$ cat src/tcic_pkg.sv
// Purpose: Constants for the threshold crossing interrupt configuration block
// Assumes: Single clock domain, register port decoded from the serial host port
// Notes: Field layout and codes are shared by the register and the detector
package tcic_pkg;
	localparam int TCIC_ADDR_W = 6;
	localparam int TCIC_DATA_W = 24;
	localparam int TCIC_ADC_W = 10;
	localparam int TCIC_NUM_CH = 4;
	localparam int TCIC_NUM_THR = 3;
	localparam int TCIC_FIELD_W = 6;
	localparam int TCIC_SUB_W = 2;
	localparam int TCIC_EV_W = TCIC_NUM_CH * TCIC_NUM_THR;
	localparam logic [TCIC_ADDR_W-1:0] TCIC_CFG_ADDR = 6'h27;
	localparam logic [TCIC_DATA_W-1:0] TCIC_CFG_RESET = 24'h000000;
	localparam int TCIC_CH18_LSB = 0;
	localparam int TCIC_CH19_LSB = 6;
	localparam int TCIC_CH20_LSB = 12;
	localparam int TCIC_CH21_LSB = 18;
	localparam int TCIC_THR_A = 0;
	localparam int TCIC_THR_B = 1;
	localparam int TCIC_THR_C = 2;
	localparam int TCIC_RISE_BIT = 0;
	localparam int TCIC_FALL_BIT = 1;
	localparam logic [TCIC_SUB_W-1:0] TCIC_SEL_OFF = 2'h0;
	localparam logic [TCIC_SUB_W-1:0] TCIC_SEL_RISE = 2'h1;
	localparam logic [TCIC_SUB_W-1:0] TCIC_SEL_FALL = 2'h2;
	localparam logic [TCIC_SUB_W-1:0] TCIC_SEL_BOTH = 2'h3;
endpackage

$ cat src/tcic_cfg_reg.sv
// Purpose: Holds the crossing interrupt configuration register and its readback
// Assumes: Write and read strobes are one cycle wide and synchronous to clk
// Notes: Unmapped reads return zero
module tcic_cfg_reg
	import tcic_pkg::*;
(
	// Clock and reset
	input wire logic clk,
	input wire logic rst_n,
	// Register access
	input wire logic wr_en,
	input wire logic rd_en,
	input wire logic [TCIC_ADDR_W-1:0] addr,
	input wire logic [TCIC_DATA_W-1:0] wdata,
	// Contents
	output logic [TCIC_DATA_W-1:0] cfg_q,
	output logic [TCIC_DATA_W-1:0] rdata_q
);
	logic hit;

	assign hit = (addr == TCIC_CFG_ADDR);

	// Storage, cleared by reset
	always_ff @(posedge clk or negedge rst_n) begin
		if (!rst_n) begin
			cfg_q <= TCIC_CFG_RESET;
		end else if (wr_en && hit) begin
			cfg_q <= wdata;
		end
	end

	// Readback
	always_ff @(posedge clk or negedge rst_n) begin
		if (!rst_n) begin
			rdata_q <= TCIC_CFG_RESET;
		end else if (rd_en) begin
			rdata_q <= hit ? cfg_q : TCIC_CFG_RESET;
		end
	end
endmodule

$ cat src/tcic_crossing_cfg.sv
// Purpose: Threshold crossing interrupt configuration and detection, inputs 18 to 21
// Assumes: One conversion result per CONV_VALID pulse, tagged with its channel
// Notes: Events are one-cycle pulses, one cycle after the conversion
// Overview of operation
// Register at 27h, resets to zero
// All fields read back last written value
// Input 21 configuration from bits 23-18
// Input 20 configuration from bits 17-12
// Input 19 configuration from bits 11-6
// Input 18 configuration from bits 5-0
// Low pair selects threshold A edges
// Middle pair selects threshold B edges
// Top pair selects threshold C edges
// Code 00 disables that threshold only
// Code 11 interrupts on either crossing
// Crossing compares previous and current conversion
module tcic_crossing_cfg
	import tcic_pkg::*;
#(
	parameter int ADC_W = TCIC_ADC_W
)
(
	// Clock and reset
	input wire logic MCLK,
	input wire logic RESETN,
	// Register port from the host interface
	input wire logic [TCIC_ADDR_W-1:0] REG_ADDR,
	input wire logic REG_WR,
	input wire logic REG_RD,
	input wire logic [TCIC_DATA_W-1:0] REG_WDATA,
	output logic [TCIC_DATA_W-1:0] REG_RDATA,
	// Conversion results
	input wire logic CONV_VALID,
	input wire logic [1:0] CONV_CH,
	input wire logic [ADC_W-1:0] CONV_DATA,
	// Threshold levels
	input wire logic [ADC_W-1:0] ADC_LEVEL_GROUP3_A,
	input wire logic [ADC_W-1:0] ADC_LEVEL_GROUP3_B,
	input wire logic [ADC_W-1:0] ADC_LEVEL_GROUP3_C,
	// Crossing events
	output logic [TCIC_EV_W-1:0] CROSS_EVENT,
	output logic CROSS_IRQ
);
	logic [TCIC_DATA_W-1:0] cfg_q;
	logic [TCIC_FIELD_W-1:0] ch18_crossing_irq_sel;
	logic [TCIC_FIELD_W-1:0] ch19_crossing_irq_sel;
	logic [TCIC_FIELD_W-1:0] ch20_crossing_irq_sel;
	logic [TCIC_FIELD_W-1:0] ch21_crossing_irq_sel;
	logic [TCIC_FIELD_W-1:0] sel [TCIC_NUM_CH];
	logic [TCIC_NUM_THR-1:0] above_now;
	logic [TCIC_NUM_THR-1:0] above_q [TCIC_NUM_CH];
	logic [TCIC_NUM_CH-1:0] seen_q;
	logic [TCIC_EV_W-1:0] event_d;
	logic [TCIC_EV_W-1:0] event_q;
	logic irq_q;
	logic wrote_q;

	// Picks the 2-bit code of one threshold from an input's field
	function automatic logic [TCIC_SUB_W-1:0] sub_code(input logic [TCIC_FIELD_W-1:0] f, input int thr);
		sub_code = f[thr*TCIC_SUB_W +: TCIC_SUB_W];
	endfunction

	// Decides whether a transition raises an event under a code
	function automatic logic cross_hit(input logic [TCIC_SUB_W-1:0] code, input logic prev, input logic now);
		cross_hit = (code[TCIC_RISE_BIT] && !prev && now) || (code[TCIC_FALL_BIT] && prev && !now);
	endfunction

	tcic_cfg_reg u_reg (
		.clk(MCLK),
		.rst_n(RESETN),
		.wr_en(REG_WR),
		.rd_en(REG_RD),
		.addr(REG_ADDR),
		.wdata(REG_WDATA),
		.cfg_q(cfg_q),
		.rdata_q(REG_RDATA)
	);

	// Field split per input
	assign ch21_crossing_irq_sel = cfg_q[TCIC_CH21_LSB +: TCIC_FIELD_W];
	assign ch20_crossing_irq_sel = cfg_q[TCIC_CH20_LSB +: TCIC_FIELD_W];
	assign ch19_crossing_irq_sel = cfg_q[TCIC_CH19_LSB +: TCIC_FIELD_W];
	assign ch18_crossing_irq_sel = cfg_q[TCIC_CH18_LSB +: TCIC_FIELD_W];
	assign sel[0] = ch18_crossing_irq_sel;
	assign sel[1] = ch19_crossing_irq_sel;
	assign sel[2] = ch20_crossing_irq_sel;
	assign sel[3] = ch21_crossing_irq_sel;

	// Level of the current conversion against each threshold
	assign above_now[TCIC_THR_A] = CONV_DATA > ADC_LEVEL_GROUP3_A;
	assign above_now[TCIC_THR_B] = CONV_DATA > ADC_LEVEL_GROUP3_B;
	assign above_now[TCIC_THR_C] = CONV_DATA > ADC_LEVEL_GROUP3_C;

	// Event decision per input and threshold
	always_comb begin
		event_d = '0;
		for (int ch = 0; ch < TCIC_NUM_CH; ch++) begin
			for (int t = 0; t < TCIC_NUM_THR; t++) begin
				if (CONV_VALID && (CONV_CH == ch[1:0]) && seen_q[ch]) begin
					event_d[ch*TCIC_NUM_THR+t] = cross_hit(sub_code(sel[ch], t), above_q[ch][t], above_now[t]); // see R7 see R8 see R9 see R10 see R11
				end
			end
		end
	end

	// Previous comparison state per input
	always_ff @(posedge MCLK or negedge RESETN) begin
		if (!RESETN) begin
			for (int ch = 0; ch < TCIC_NUM_CH; ch++) begin
				above_q[ch] <= '0;
			end
			seen_q <= '0;
		end else if (CONV_VALID) begin
			above_q[CONV_CH] <= above_now;
			seen_q[CONV_CH] <= 1'b1;
		end
	end

	// Registered event outputs
	always_ff @(posedge MCLK or negedge RESETN) begin
		if (!RESETN) begin
			event_q <= '0;
			irq_q <= 1'b0;
		end else begin
			event_q <= event_d;
			irq_q <= |event_d;
		end
	end

	assign CROSS_EVENT = event_q;
	assign CROSS_IRQ = irq_q;

	// Tracks whether the register was written since reset
	always_ff @(posedge MCLK or negedge RESETN) begin
		if (!RESETN) begin
			wrote_q <= 1'b0;
		end else if (REG_WR && REG_ADDR == TCIC_CFG_ADDR) begin
			wrote_q <= 1'b1;
		end
	end

	generate
		for (genvar ch = 0; ch < TCIC_NUM_CH; ch++) begin : g_chk

		end
	endgenerate
endmodule

$ cat config.mk
export PLATFORM = sky130hd
export DESIGN_NAME = tcic_crossing_cfg
export DESIGN_NICKNAME = d
export VERILOG_FILES = /design/src/tcic_pkg.sv /design/src/tcic_cfg_reg.sv /design/src/tcic_crossing_cfg.sv
export SDC_FILE = /design/constraint.sdc
export NUM_CORES = 1
export LEC_CHECK = 0
export BUFFER_PORTS_ARGS = -buffer_cell sky130_fd_sc_hd__buf_4
export CORE_AREA = 2 2 95 97
export DETAILED_ROUTE_END_ITERATION = 12
export DIE_AREA = 0 0 97 99
export GPL_ROUTABILITY_DRIVEN = 0
export PLACE_DENSITY = 0.85
export SETUP_SLACK_MARGIN = 0.05
export SYNTH_ARGS = -nofsm -noshare
export SYNTH_HDL_FRONTEND = slang
export SYNTH_SLANG_ARGS = --single-unit
$ cat constraint.sdc
create_clock -name MCLK -period 1.27 [get_ports MCLK]
set_clock_uncertainty 0.05 [all_clocks]
set_input_delay 0.254 -clock MCLK [delete_from_list [all_inputs] [get_ports MCLK]]
set_output_delay 0.254 -clock MCLK [all_outputs]
set_load 0.05 [all_outputs]
==> impl_metrics.yaml, run 1 <==
logic_synthesis:
  synth-edff-count: 0
  async_flop_share: 1.000
  yosys_most_used_dff: "dfrtp_1"
  yosys_warnings: 0
  syn-cell-area_um2: 3955
  synth.distinct_cells: 36
  synth-seq-cells: 77
  synthesis.nets: 491
  yosysSeqAreaShare: 0.4872
  syn-instance-count: 384
  mean_area_per_synthesized_cell_um2: 10.30
floorplan:
  fp.dieH_um: 99
  die_w_um: 97
  fp.dieArea_um2: 9603
  core_area_um2: 8551
  start_util: 0.4625
  floorplan.rows: 34
  boundaryPins: 114
drt:
  vias: 3782
  detail_route.wl_per_cell_um: 20.43
  route.final.wire_length_um: 13790
  detailed_route_drc_error_count: 0
  drt-pass1-iter-count: 4
  antenna_left: 0
  via_per_inst: 5.603
  drt-initial-drc-count: 287
hold_path:
  worstHoldPathType: "in -> reg"
worst_setup_path:
  critical_path_class: "in -> reg"
  setup.reg_to_reg.worst_slack_ns: -0.19
  crit_path_max_incr_delay_ns: 0.33
  path_common_cell: "nand4_1"
  crit_arrival_ns: 2.21
  worst_setup_path_end_kind: "flop"
  start_kind: "primary input"
  crit_buf_inv: 1
  crit_family: "compound AO/OA/AOI/OAI gates"
  crit_chain: "buf_12 -> ha_4 -> nand4_1 -> a211oi_2 -> a2111o_1 -> nand2_4 -> mux2i_4 -> a2111oi_2 -> nand4_1"
  crit_fanout: 4
  required_ns: 1.43
  slowest_stage: "a211oi_2"
cells_and_area:
  fin_nets: 669
  design_area_um2: 6771
  mostFrequentLayoutCell: "buf_4"
  multiInputGateArea_um2: 2499
  instances_no_fill: 675
  post_route_cells_drive_above_1_share: 0.5996
  finish.utilization: 0.7919
  antenna_cells_inserted: 0
  leading_cell_types_in_the_layout_fill_and_taps_excluded: "buf_4 (100), dfrtp_1 (77), buf_6 (58), inv_1 (36), ha_4 (26)"
  fill_cells: 473
  sequential_cell_area_um2: 1927
  areaGrowthSynthToFinish_pct: 71.21
placement:
  numPortBuffers: 113
  place_inst: 636
  detailed_place.area_um2: 5787
  dp_worst_setup_slack_ns: -1.049
  detailed_place_hpwl_um: 8479
cts:
  cts-root-buf: "clkbuf_8"
  cts_buffers: 9
  cts_max_level: 3
  clock_tree_from_tritoncts: "yes"
  numClockSinks: 77
  register_clock_pin_slew_on_the_reported_worst_setup_and_hold_paths_ns: 0.09
  clock_insertion_delay_worst_skew_ns: 0.34
  maximum_buffer_depth_of_the_clock_tree: 2
global_routing:
  grt_pass1_wl_um: 20360
  grt.met3_usage: 0.05248
  grt_pass1_vias: 4022
  grt_overflow_total: 0
  routing_layer_with_the_top_usage_in_global_route: "met2"
  global_route.usage.total: 0.2675
  grt_start_max_net_pins: 49
  antenna_found_initial: 0
  gr-usage-met2: 0.4663
  groute.layer.met1.usage: 0.3289
timing:
  report.final.setup_viol: 25
  final_hold_viol_count: 0
  hold_ws_ns: 0.08862
  final_min_period_over_clock_period: 1.610
  finalWorstSetupSlack_ns: -0.7745
  tightest_slew_ns: 0.4342
  drv_slew: 0
  fmax_ghz: 0.4891
  slew-limit-headroom: 0.7093
  finalCriticalPeriod_ns: 2.045
  unrepaired_setup_endpoints_after_global_routing: "yes"
status:
  violations: "negative setup slack"
  outcome: "complete, but fails checks"
job:
  drv_cap: 0
power:
  powerDensity_nw_per_um2: 930.1
  vdd_ir_drop_max_v: 0.0006299
  leakagePower_nw: 3.088
## stage by stage
step | TNS [ns] | power (W)
floorplan | -14.21 | 0.003475
global placement | -26.17 | 0.004093
detailed placement | -28.73 | 0.004168
CTS | -7.542 | 0.006014
global route | -11.99 | 0.006540
finish | -11.10 | 0.006298
## cells in the mapped netlist (3+ instances only)
cell type / number / area [um^2]
a211oi_1: 5 / 37.54
nand2_1: 25 / 93.84
nand3b_1: 3 / 22.52
mux2i_1: 8 / 80.08
mux2_1: 6 / 67.56
nand4_1: 10 / 62.56
dfrtp_1: 77 / 1927
clkbuf_1: 7 / 26.28
nand3_1: 30 / 150.1
o21ai_0: 38 / 190.2
mux2_2: 21 / 236.5
inv_1: 60 / 225.2
and2_1: 4 / 25.02
ha_1: 30 / 375.4
o21ai_1: 3 / 15.01
nor2_1: 9 / 33.78
nand4b_1: 3 / 26.28
nor2b_1: 3 / 18.77
nand2b_1: 10 / 62.56
a21oi_1: 8 / 40.04
a2111oi_2: 3 / 45.04
## what timing repair did
action / 4_1_cts / 5_1_grt
hold buffers: 1 / 0
gates resized for setup: 96 / 64
hold endpoints to repair: 23 / 0
pin swaps: 24 / 31
setup buffers: 8 / 18
endpoints found under the setup margin: 53 / 82
## kinds of logic after synthesis
logic type	Yosys count	share of synthesized area
AO/OA/AOI/OAI	66	0.1076
adder cells (fa/ha/maj)	30	0.09491
buffers and inverters	69	0.06549
flip-flops	77	0.4872
multiplexers	35	0.09712
AND/OR/NAND/NOR	107	0.1477
## area by class of cell
type,instances,share of cell area
clock inverters,4,0.004619
clock buffers,12,0.02143
repair buffers,176,0.2546
multi-input cells,238,0.3690
well taps,108,0.01996
inverters,60,0.04582
flip-flops and latches,77,0.2846
## state kept, by name (all words and copies together) (netlist names)
signal and count:
above_q 12, seen_q 4, CROSS_IRQ 1, u_reg.rdata_q 24, u_reg.cfg_q 24, CROSS_EVENT 12
## worst paths after layout
path / start / to / depth (start not counted)
worst max register to register: seen_q[2] / CROSS_EVENT[6] / 7
min in group asynchronous: RESETN / seen_q[3] / 2
max in group asynchronous: RESETN / u_reg.cfg_q[2] / 3
worst max-delay path: CONV_DATA[4] / CROSS_IRQ / 9
worst min register to register: seen_q[1] / seen_q[1] / 2
worst min-delay path: REG_WDATA[20] / u_reg.cfg_q[20] / 2
## per-layer routing
layer	vias to the layer above	wire length [um]
met3	44	931
li1	1677	-
met1	1841	5317
met2	220	7105
met4	0	439
met5	-	0
## power breakdown
part	leakage, nW	switching (W)	total (W)	internal (W)
Sequential	1.02	0.000197	0.00284	0.00264
Clock	0.0909	0.000935	0.00171	0.000777
Combinational	1.98	0.000815	0.00174	0.000929
Power figures use the tool's default switching activity.
==> inputs of run 2 (changes only) <==
--- a/config.mk
+++ b/config.mk
@@ -6,11 +6,13 @@
 export NUM_CORES = 1
 export LEC_CHECK = 0
 export BUFFER_PORTS_ARGS = -buffer_cell sky130_fd_sc_hd__buf_4
-export CORE_AREA = 2 2 95 97
+export CELL_PAD_IN_SITES_DETAIL_PLACEMENT = 0
+export CELL_PAD_IN_SITES_GLOBAL_PLACEMENT = 2
+export CORE_AREA = 2 2 120 122
 export DETAILED_ROUTE_END_ITERATION = 12
-export DIE_AREA = 0 0 97 99
+export DIE_AREA = 0 0 122 124
 export GPL_ROUTABILITY_DRIVEN = 0
-export PLACE_DENSITY = 0.85
+export PLACE_DENSITY = 0.86
 export SETUP_SLACK_MARGIN = 0.05
 export SYNTH_ARGS = -nofsm -noshare
 export SYNTH_HDL_FRONTEND = slang
==> run 2 against run 1 <==
Net effect:
- total power up 21%
- clock power up 84%
- highest routed layer unchanged
- the run still ends with negative setup slack left
- final cell count up 11%
- via count down 9.0%
- register-to-register slack better by 0.08 ns
- critical endpoint unchanged
- wire length down 18%
- fmax up 6.5%
- sequential share of layout area down 0.82 points
- sequential power about the same
- non-clock buffer count up 1
- global-route usage down 12 points
- sequential cell count unchanged
==> impl_metrics.yaml, run 2 (same netlist as run 1, synthesis figures left out) <==
worst_setup_path:
  worst_setup_path_startpoint: "CONV_DATA[3]"
  rr_endpoint: "CROSS_IRQ"
  reg2reg_from: "seen_q[3]"
  crit_arrival_ns: 2.07
  worst_setup_path_end_kind: "flop"
  start_kind: "primary input"
  setup.reg_to_reg.worst_slack_ns: -0.11
  endpoint: "CROSS_IRQ"
  critical_path_class: "in -> reg"
  crit_fanout: 4
  required_ns: 1.42
  timing.reg2reg.worst_path_depth: 6
drt:
  antenna_left: 0
  via_per_inst: 4.602
  drt-initial-drc-count: 112
  route.final.wire_length_um: 11340
  detail_route.wl_per_cell_um: 15.16
  detailed_route_drc_error_count: 0
  vias: 3442
  drt-pass1-iter-count: 4
job:
  drv_cap: 0
floorplan:
  fp.dieArea_um2: 15130
  core_area_um2: 13720
  floorplan.rows: 43
  fp.dieH_um: 124
  start_util: 0.2883
  boundaryPins: 114
  die_w_um: 122
timing:
  report.final.setup_viol: 25
  slew-limit-headroom: 0.6579
  final_hold_viol_count: 0
  setup_total_negative_slack_ns: -9.515
  finalWorstSetupSlack_ns: -0.6491
  fmax_ghz: 0.5211
  unrepaired_setup_endpoints_after_global_routing: "yes"
  final_min_period_over_clock_period: 1.511
  finalCriticalPeriod_ns: 1.919
  tightest_slew_ns: 0.5122
  drv_slew: 0
cts:
  numClockSinks: 77
  cts_max_level: 3
  clock_insertion_delay_worst_skew_ns: 0.33
  maximum_buffer_depth_of_the_clock_tree: 2
  register_clock_pin_slew_on_the_reported_worst_setup_and_hold_paths_ns: 0.06
  clock_tree_from_tritoncts: "yes"
  cts-root-buf: "clkbuf_16"
  cts_buffers: 9
cells_and_area:
  layout_top_registers: "u_reg.cfg_q x24, u_reg.rdata_q x24"
  post_route_cells_drive_above_1_share: 0.5915
  leading_cell_types_in_the_layout_fill_and_taps_excluded: "buf_4 (101), dfrtp_1 (77), buf_6 (62), inv_1 (36), ha_4 (26)"
  areaGrowthSynthToFinish_pct: 76.27
  mostFrequentLayoutCell: "buf_4"
  fin_nets: 670
  antenna_cells_inserted: 0
global_routing:
  grt_start_max_net_pins: 49
  grt_overflow_total: 0
  global_route.usage.total: 0.1517
  antenna_found_initial: 0
  grt_pass1_vias: 3521
  grt_pass1_wl_um: 17600
power:
  vdd_ir_drop_max_v: 0.0005496
  powerDensity_nw_per_um2: 1091
  leakagePower_nw: 3.132
status:
  violations: "negative setup slack"
  outcome: "complete, but fails checks"
placement:
  numPortBuffers: 113
  dp_worst_setup_slack_ns: -1.051
  detailed_place_hpwl_um: 8599
hold_path:
  worstHoldPathType: "in -> reg"
run 2: cell count changes in the layout (fill, tap and decap cells not counted), sizes merged:
cell,delta
inv,+1
clkbuf,-2
buf,+1
bufinv,+4
clkinv,-3
run 2: cell type report:
class / instances / area [um^2]
Fill cell: 1206 / 6748
Sequential cell: 77 / 1927
Clock inverter: 6 / 133.9
Inverter: 60 / 315.3
Clock buffer: 10 / 229.0
Multi-Input combinational cell: 238 / 2445
Timing Repair Buffer: 177 / 1697
Tap cell: 180 / 225.2
run 2: timing repair:
action / 4_1_cts / 5_1_grt
setup endpoints to repair: 47 / 63
buffers inserted: 7 / 17
pin swaps: 21 / 27
hold buffers: 1 / 0
resized for setup: 79 / 65
hold endpoints to repair: 77 / 0
run 2: through the flow:
stage	std cells	instance area [um^2]	total power [W]	hold slack [ns]	utilization
6_report	748	6972	0.007606	0.09520	0.5082
2_1_floorplan	384	4513	0.003475	-0.09159	-
3_3_place_gp	710	5867	0.004128	0.03015	0.4276
3_5_place_dp	710	5867	0.004167	0.03164	0.4276
5_1_grt	748	6972	0.007964	0.08813	0.5082
4_1_cts	733	6609	0.007499	0.08391	0.4817
run 2: critical path, stage by stage:
cell and delay (ns):
buf_12 0.11, ha_4 0.26, nand4_1 0.14, a211oi_2 0.29, a2111o_1 0.25, nand2_4 0.11
mux2i_4 0.21, a2111oi_4 0.31, nand4_1 0.12
run 2: where the power goes:
group          switching (W)  leakage [nW]  internal (W)  total (W)
registers           0.000163          1.02       0.00265    0.00281
clock network        0.00102         0.177       0.00212    0.00314
logic               0.000723          1.93      0.000928    0.00165
total                0.00191          3.13       0.00570    0.00761
run 2: worst min path at each step:
stage	to	start	slack, ns	cells after the start
after floorplan	CROSS_EVENT[0]	RESETN	-0.09	0
after global routing	u_reg.cfg_q[13]	REG_WDATA[13]	0.09	2
after CTS	u_reg.cfg_q[13]	REG_WDATA[13]	0.08	2
final	u_reg.cfg_q[13]	REG_WDATA[13]	0.1	2
after global placement	CROSS_EVENT[6]	RESETN	0.03	1
after detailed placement	CROSS_EVENT[8]	RESETN	0.03	1
run 2: per-layer routing:
layer  vias up  track usage  share of wire
met3        14      0.02518          0.049
met2        93       0.2388           0.47
met1      1655       0.2051           0.47
met5         -            0              0
li1       1680            -              -
met4         0      0.06825          0.019
==> inputs of run 3 (changes only) <==
--- a/config.mk
+++ b/config.mk
@@ -5,14 +5,15 @@
 export SDC_FILE = /design/constraint.sdc
 export NUM_CORES = 1
 export LEC_CHECK = 0
-export BUFFER_PORTS_ARGS = -buffer_cell sky130_fd_sc_hd__buf_4
+export ABC_AREA = 1
 export CELL_PAD_IN_SITES_DETAIL_PLACEMENT = 0
 export CELL_PAD_IN_SITES_GLOBAL_PLACEMENT = 2
-export CORE_AREA = 2 2 120 122
+export CORE_AREA = 2 2 116 118
 export DETAILED_ROUTE_END_ITERATION = 12
-export DIE_AREA = 0 0 122 124
+export DIE_AREA = 0 0 118 120
+export DONT_BUFFER_PORTS = 1
 export GPL_ROUTABILITY_DRIVEN = 0
-export PLACE_DENSITY = 0.86
+export PLACE_DENSITY = 0.83
 export SETUP_SLACK_MARGIN = 0.05
 export SYNTH_ARGS = -nofsm -noshare
 export SYNTH_HDL_FRONTEND = slang
==> run 3 against run 2 <==
Net effect:
- the run ends with negative hold slack, negative setup slack left
- synthesized cell count rose by 24%
- sequential power barely moved
- sequential share of layout area rose by 3.6 points
- worst hold slack got worse by 0.53 ns
- die area fell by 6.4%
- area after synthesis rose by 5.2%
- largest cell class unchanged
- highest routed layer unchanged
==> impl_metrics.yaml, run 3 <==
worst_setup_path:
  crit_family: "simple AND/OR/NAND/NOR gates"
  crit_fanout: 3
  crit_path_max_incr_delay_ns: 0.27
  path_common_cell: "nand3_2"
  required_ns: 1.43
  start_kind: "primary input"
  critical_path_class: "in -> reg"
  timing.reg2reg.worst_path_depth: 6
  crit_chain: "inv_6 -> ha_4 -> nand2_4 -> nor2_4 -> nand3_2 -> nand3_4 -> buf_6 -> nand3_2 -> nand3_2 -> nand2_1 -> nor2_1 -> nand3_1"
  rr_endpoint: "CROSS_IRQ"
  slowest_stage: "ha_4"
  crit_buf_inv: 2
  endpoint: "CROSS_IRQ"
  setup.reg_to_reg.worst_slack_ns: 0.04
  reg2reg_from: "seen_q[2]"
  crit_arrival_ns: 1.54
  worst-path-stages: 12
  worst_setup_path_end_kind: "flop"
  worst_setup_path_startpoint: "ADC_LEVEL_GROUP3_A[7]"
logic_synthesis:
  yosysTopAreaCell: "dfrtp_1"
  async_flop_share: 1.000
  synth-edff-count: 0
  yosysSeqAreaShare: 0.4633
  synthesis.nets: 582
  synth-seq-cells: 77
  synthTopCellsByCount: "nand2_1 (122), inv_1 (108), dfrtp_1 (77)"
  synth_top_cells_by_area: "dfrtp_1 (46%), nand2_1 (11%), inv_1 (9.7%)"
  synthMostInstantiatedCell: "nand2_1"
  mean_area_per_synthesized_cell_um2: 8.756
  syn-instance-count: 475
  synth_top_area_frac: 0.4633
  yosys_warnings: 0
  synth.distinct_cells: 23
  syn-cell-area_um2: 4159
  yosys_most_used_dff: "dfrtp_1"
global_routing:
  gr-usage-met2: 0.2645
  grt.met3_usage: 0.04420
  antenna_found_initial: 0
  routing_layer_with_the_top_usage_in_global_route: "met2"
  grt_pass1_vias: 3551
  grt_overflow_total: 0
  grt_pass1_wl_um: 17760
  grt_start_max_net_pins: 78
  global_route.usage.total: 0.1572
  groute.layer.met1.usage: 0.1950
power:
  share_seq_of_total_power: 0.405
  comb_power_frac: 0.190
  clock_power_share: 0.405
  leakagePower_nw: 3.026
  powerDensity_nw_per_um2: 1128
  vdd_ir_drop_max_v: 0.0006744
  power.total_w: 0.006965
  intPower_w: 0.005078
  switchingPower_w: 0.001887
  sw_frac_of_total: 0.2709
drt:
  drt-pass1-iter-count: 4
  drt-initial-drc-count: 129
  antenna_left: 0
  detail_route.wl_per_cell_um: 15.10
  detailed_route_drc_error_count: 0
  vias: 3374
  via_per_inst: 4.616
  route.final.wire_length_um: 11040
floorplan:
  start_util: 0.3204
  floorplan.rows: 42
  fp.dieH_um: 120
  boundaryPins: 114
  die_w_um: 118
  fp.dieArea_um2: 14160
  core_area_um2: 12980
job:
  drv_cap: 0
placement:
  numPortBuffers: 0
  detailed_place_hpwl_um: 8341
  dp_worst_setup_slack_ns: -0.5335
cells_and_area:
  areaGrowthSynthToFinish_pct: 48.44
  layout_top_registers: "u_reg.cfg_q x24, u_reg.rdata_q x24"
  post_route_cells_drive_above_1_share: 0.4595
  antenna_cells_inserted: 0
  mostFrequentLayoutCell: "nand2_1"
  leading_cell_types_in_the_layout_fill_and_taps_excluded: "nand2_1 (90), dfrtp_1 (76), inv_1 (75), buf_6 (38), buf_4 (34)"
  fin_nets: 657
timing:
  report.final.setup_viol: 1
  hold_ws_ns: -0.4382
  tightest_slew_ns: 0.4114
  fmax_ghz: 0.7243
  final_min_period_over_clock_period: 1.087
  slew-limit-headroom: 0.7247
  unrepaired_setup_endpoints_after_global_routing: "yes"
  drv_slew: 0
  finalWorstSetupSlack_ns: -0.1107
  finalCriticalPeriod_ns: 1.381
  final_hold_viol_count: 101
hold_path:
  worstHoldPathType: "in -> async"
cts:
  register_clock_pin_slew_on_the_reported_worst_setup_and_hold_paths_ns: 0.06
  numClockSinks: 77
  cts_buffers: 9
  cts-root-buf: "clkbuf_16"
  clock_insertion_delay_worst_skew_ns: 0.33
  maximum_buffer_depth_of_the_clock_tree: 2
  clock_tree_from_tritoncts: "yes"
  cts_max_level: 3
status:
  outcome: "complete, but fails checks"
  violations: "negative hold slack, negative setup slack"
[run 3: how the worst min path moves through the flow]
stage                 from                to  slack [ns]  cells after the start
floorplan           RESETN    CROSS_EVENT[0]       -0.09                      0
global route        RESETN  u_reg.rdata_q[8]       -0.45                      0
detailed placement  RESETN  u_reg.rdata_q[8]       -0.09                      0
global placement    RESETN  u_reg.rdata_q[8]       -0.09                      0
CTS                 RESETN  u_reg.rdata_q[5]       -0.45                      0
finish              RESETN  u_reg.rdata_q[8]       -0.44                      0
[run 3: through the flow]
| stage | utilization | area [um^2] | hold WS, ns | cells | TNS [ns] |
|---|---|---|---|---|---|
| global placement | 0.4070 | 5283 | -0.08904 | 707 | -8.358 |
| detailed placement | 0.4070 | 5283 | -0.08973 | 707 | -9.406 |
| floorplan | - | 4614 | -0.09159 | 475 | -2.847 |
| CTS | 0.4559 | 5917 | -0.4504 | 727 | -0.06345 |
| global route | 0.4756 | 6173 | -0.4475 | 731 | -0.4180 |
| finish | 0.4756 | 6173 | -0.4382 | 731 | -0.1107 |
[run 3: layout make-up]
cell class / count / area [um^2]
multi-input combinational: 281 / 2471
sequential: 77 / 1928
clock inverter: 6 / 93.84
clock buffer: 10 / 239.0
timing repair buffer: 73 / 703.2
fill: 1237 / 6807
tap: 176 / 220.2
inverter: 108 / 518.0
[run 3: power by group through the flow]
stage	sequential [W]	clock (W)	combinational, W
2_1_floorplan	0.00287	0	0.000749
3_3_place_gp	0.00286	0	0.00103
3_5_place_dp	0.00287	0	0.00106
4_1_cts	0.00282	0.00289	0.00119
5_1_grt	0.00285	0.00295	0.00145
6_report	0.00282	0.00282	0.00132
[run 3: cells by family (layout without fill, tap and decap cells)]
logic type,count (synthesis),count (layout),share of synthesized area
fa+ha+maj,30,30,0.09025
flops,77,77,0.4633
mux,24,24,0.08303
simple gates,183,183,0.1928
compound gates,44,44,0.06137
buf+inv,117,197,0.1092
[run 3: routing by layer]
layer	up-vias	wire, um
met5	-	0
met4	0	199
met3	18	554
met2	83	5428
met1	1627	4853
li1	1646	-
[run 3: what timing repair did]
item | 4_1_cts | 5_1_grt
endpoints found under the setup margin | 28 | 37
pin swaps | 28 | 46
endpoints found under the hold margin | 101 | 101
resized for setup | 68 | 78
buffers inserted | 4 | 6
[run 3: worst register-to-register path, stage by stage, from the launching register on]
cell and delay, ns:
dfrtp_1 0.32, inv_1 0.05, nor2_1 0.34, nand3_2 0.17, nand2_1 0.11, nor2_1 0.05
nand3_1 0.08
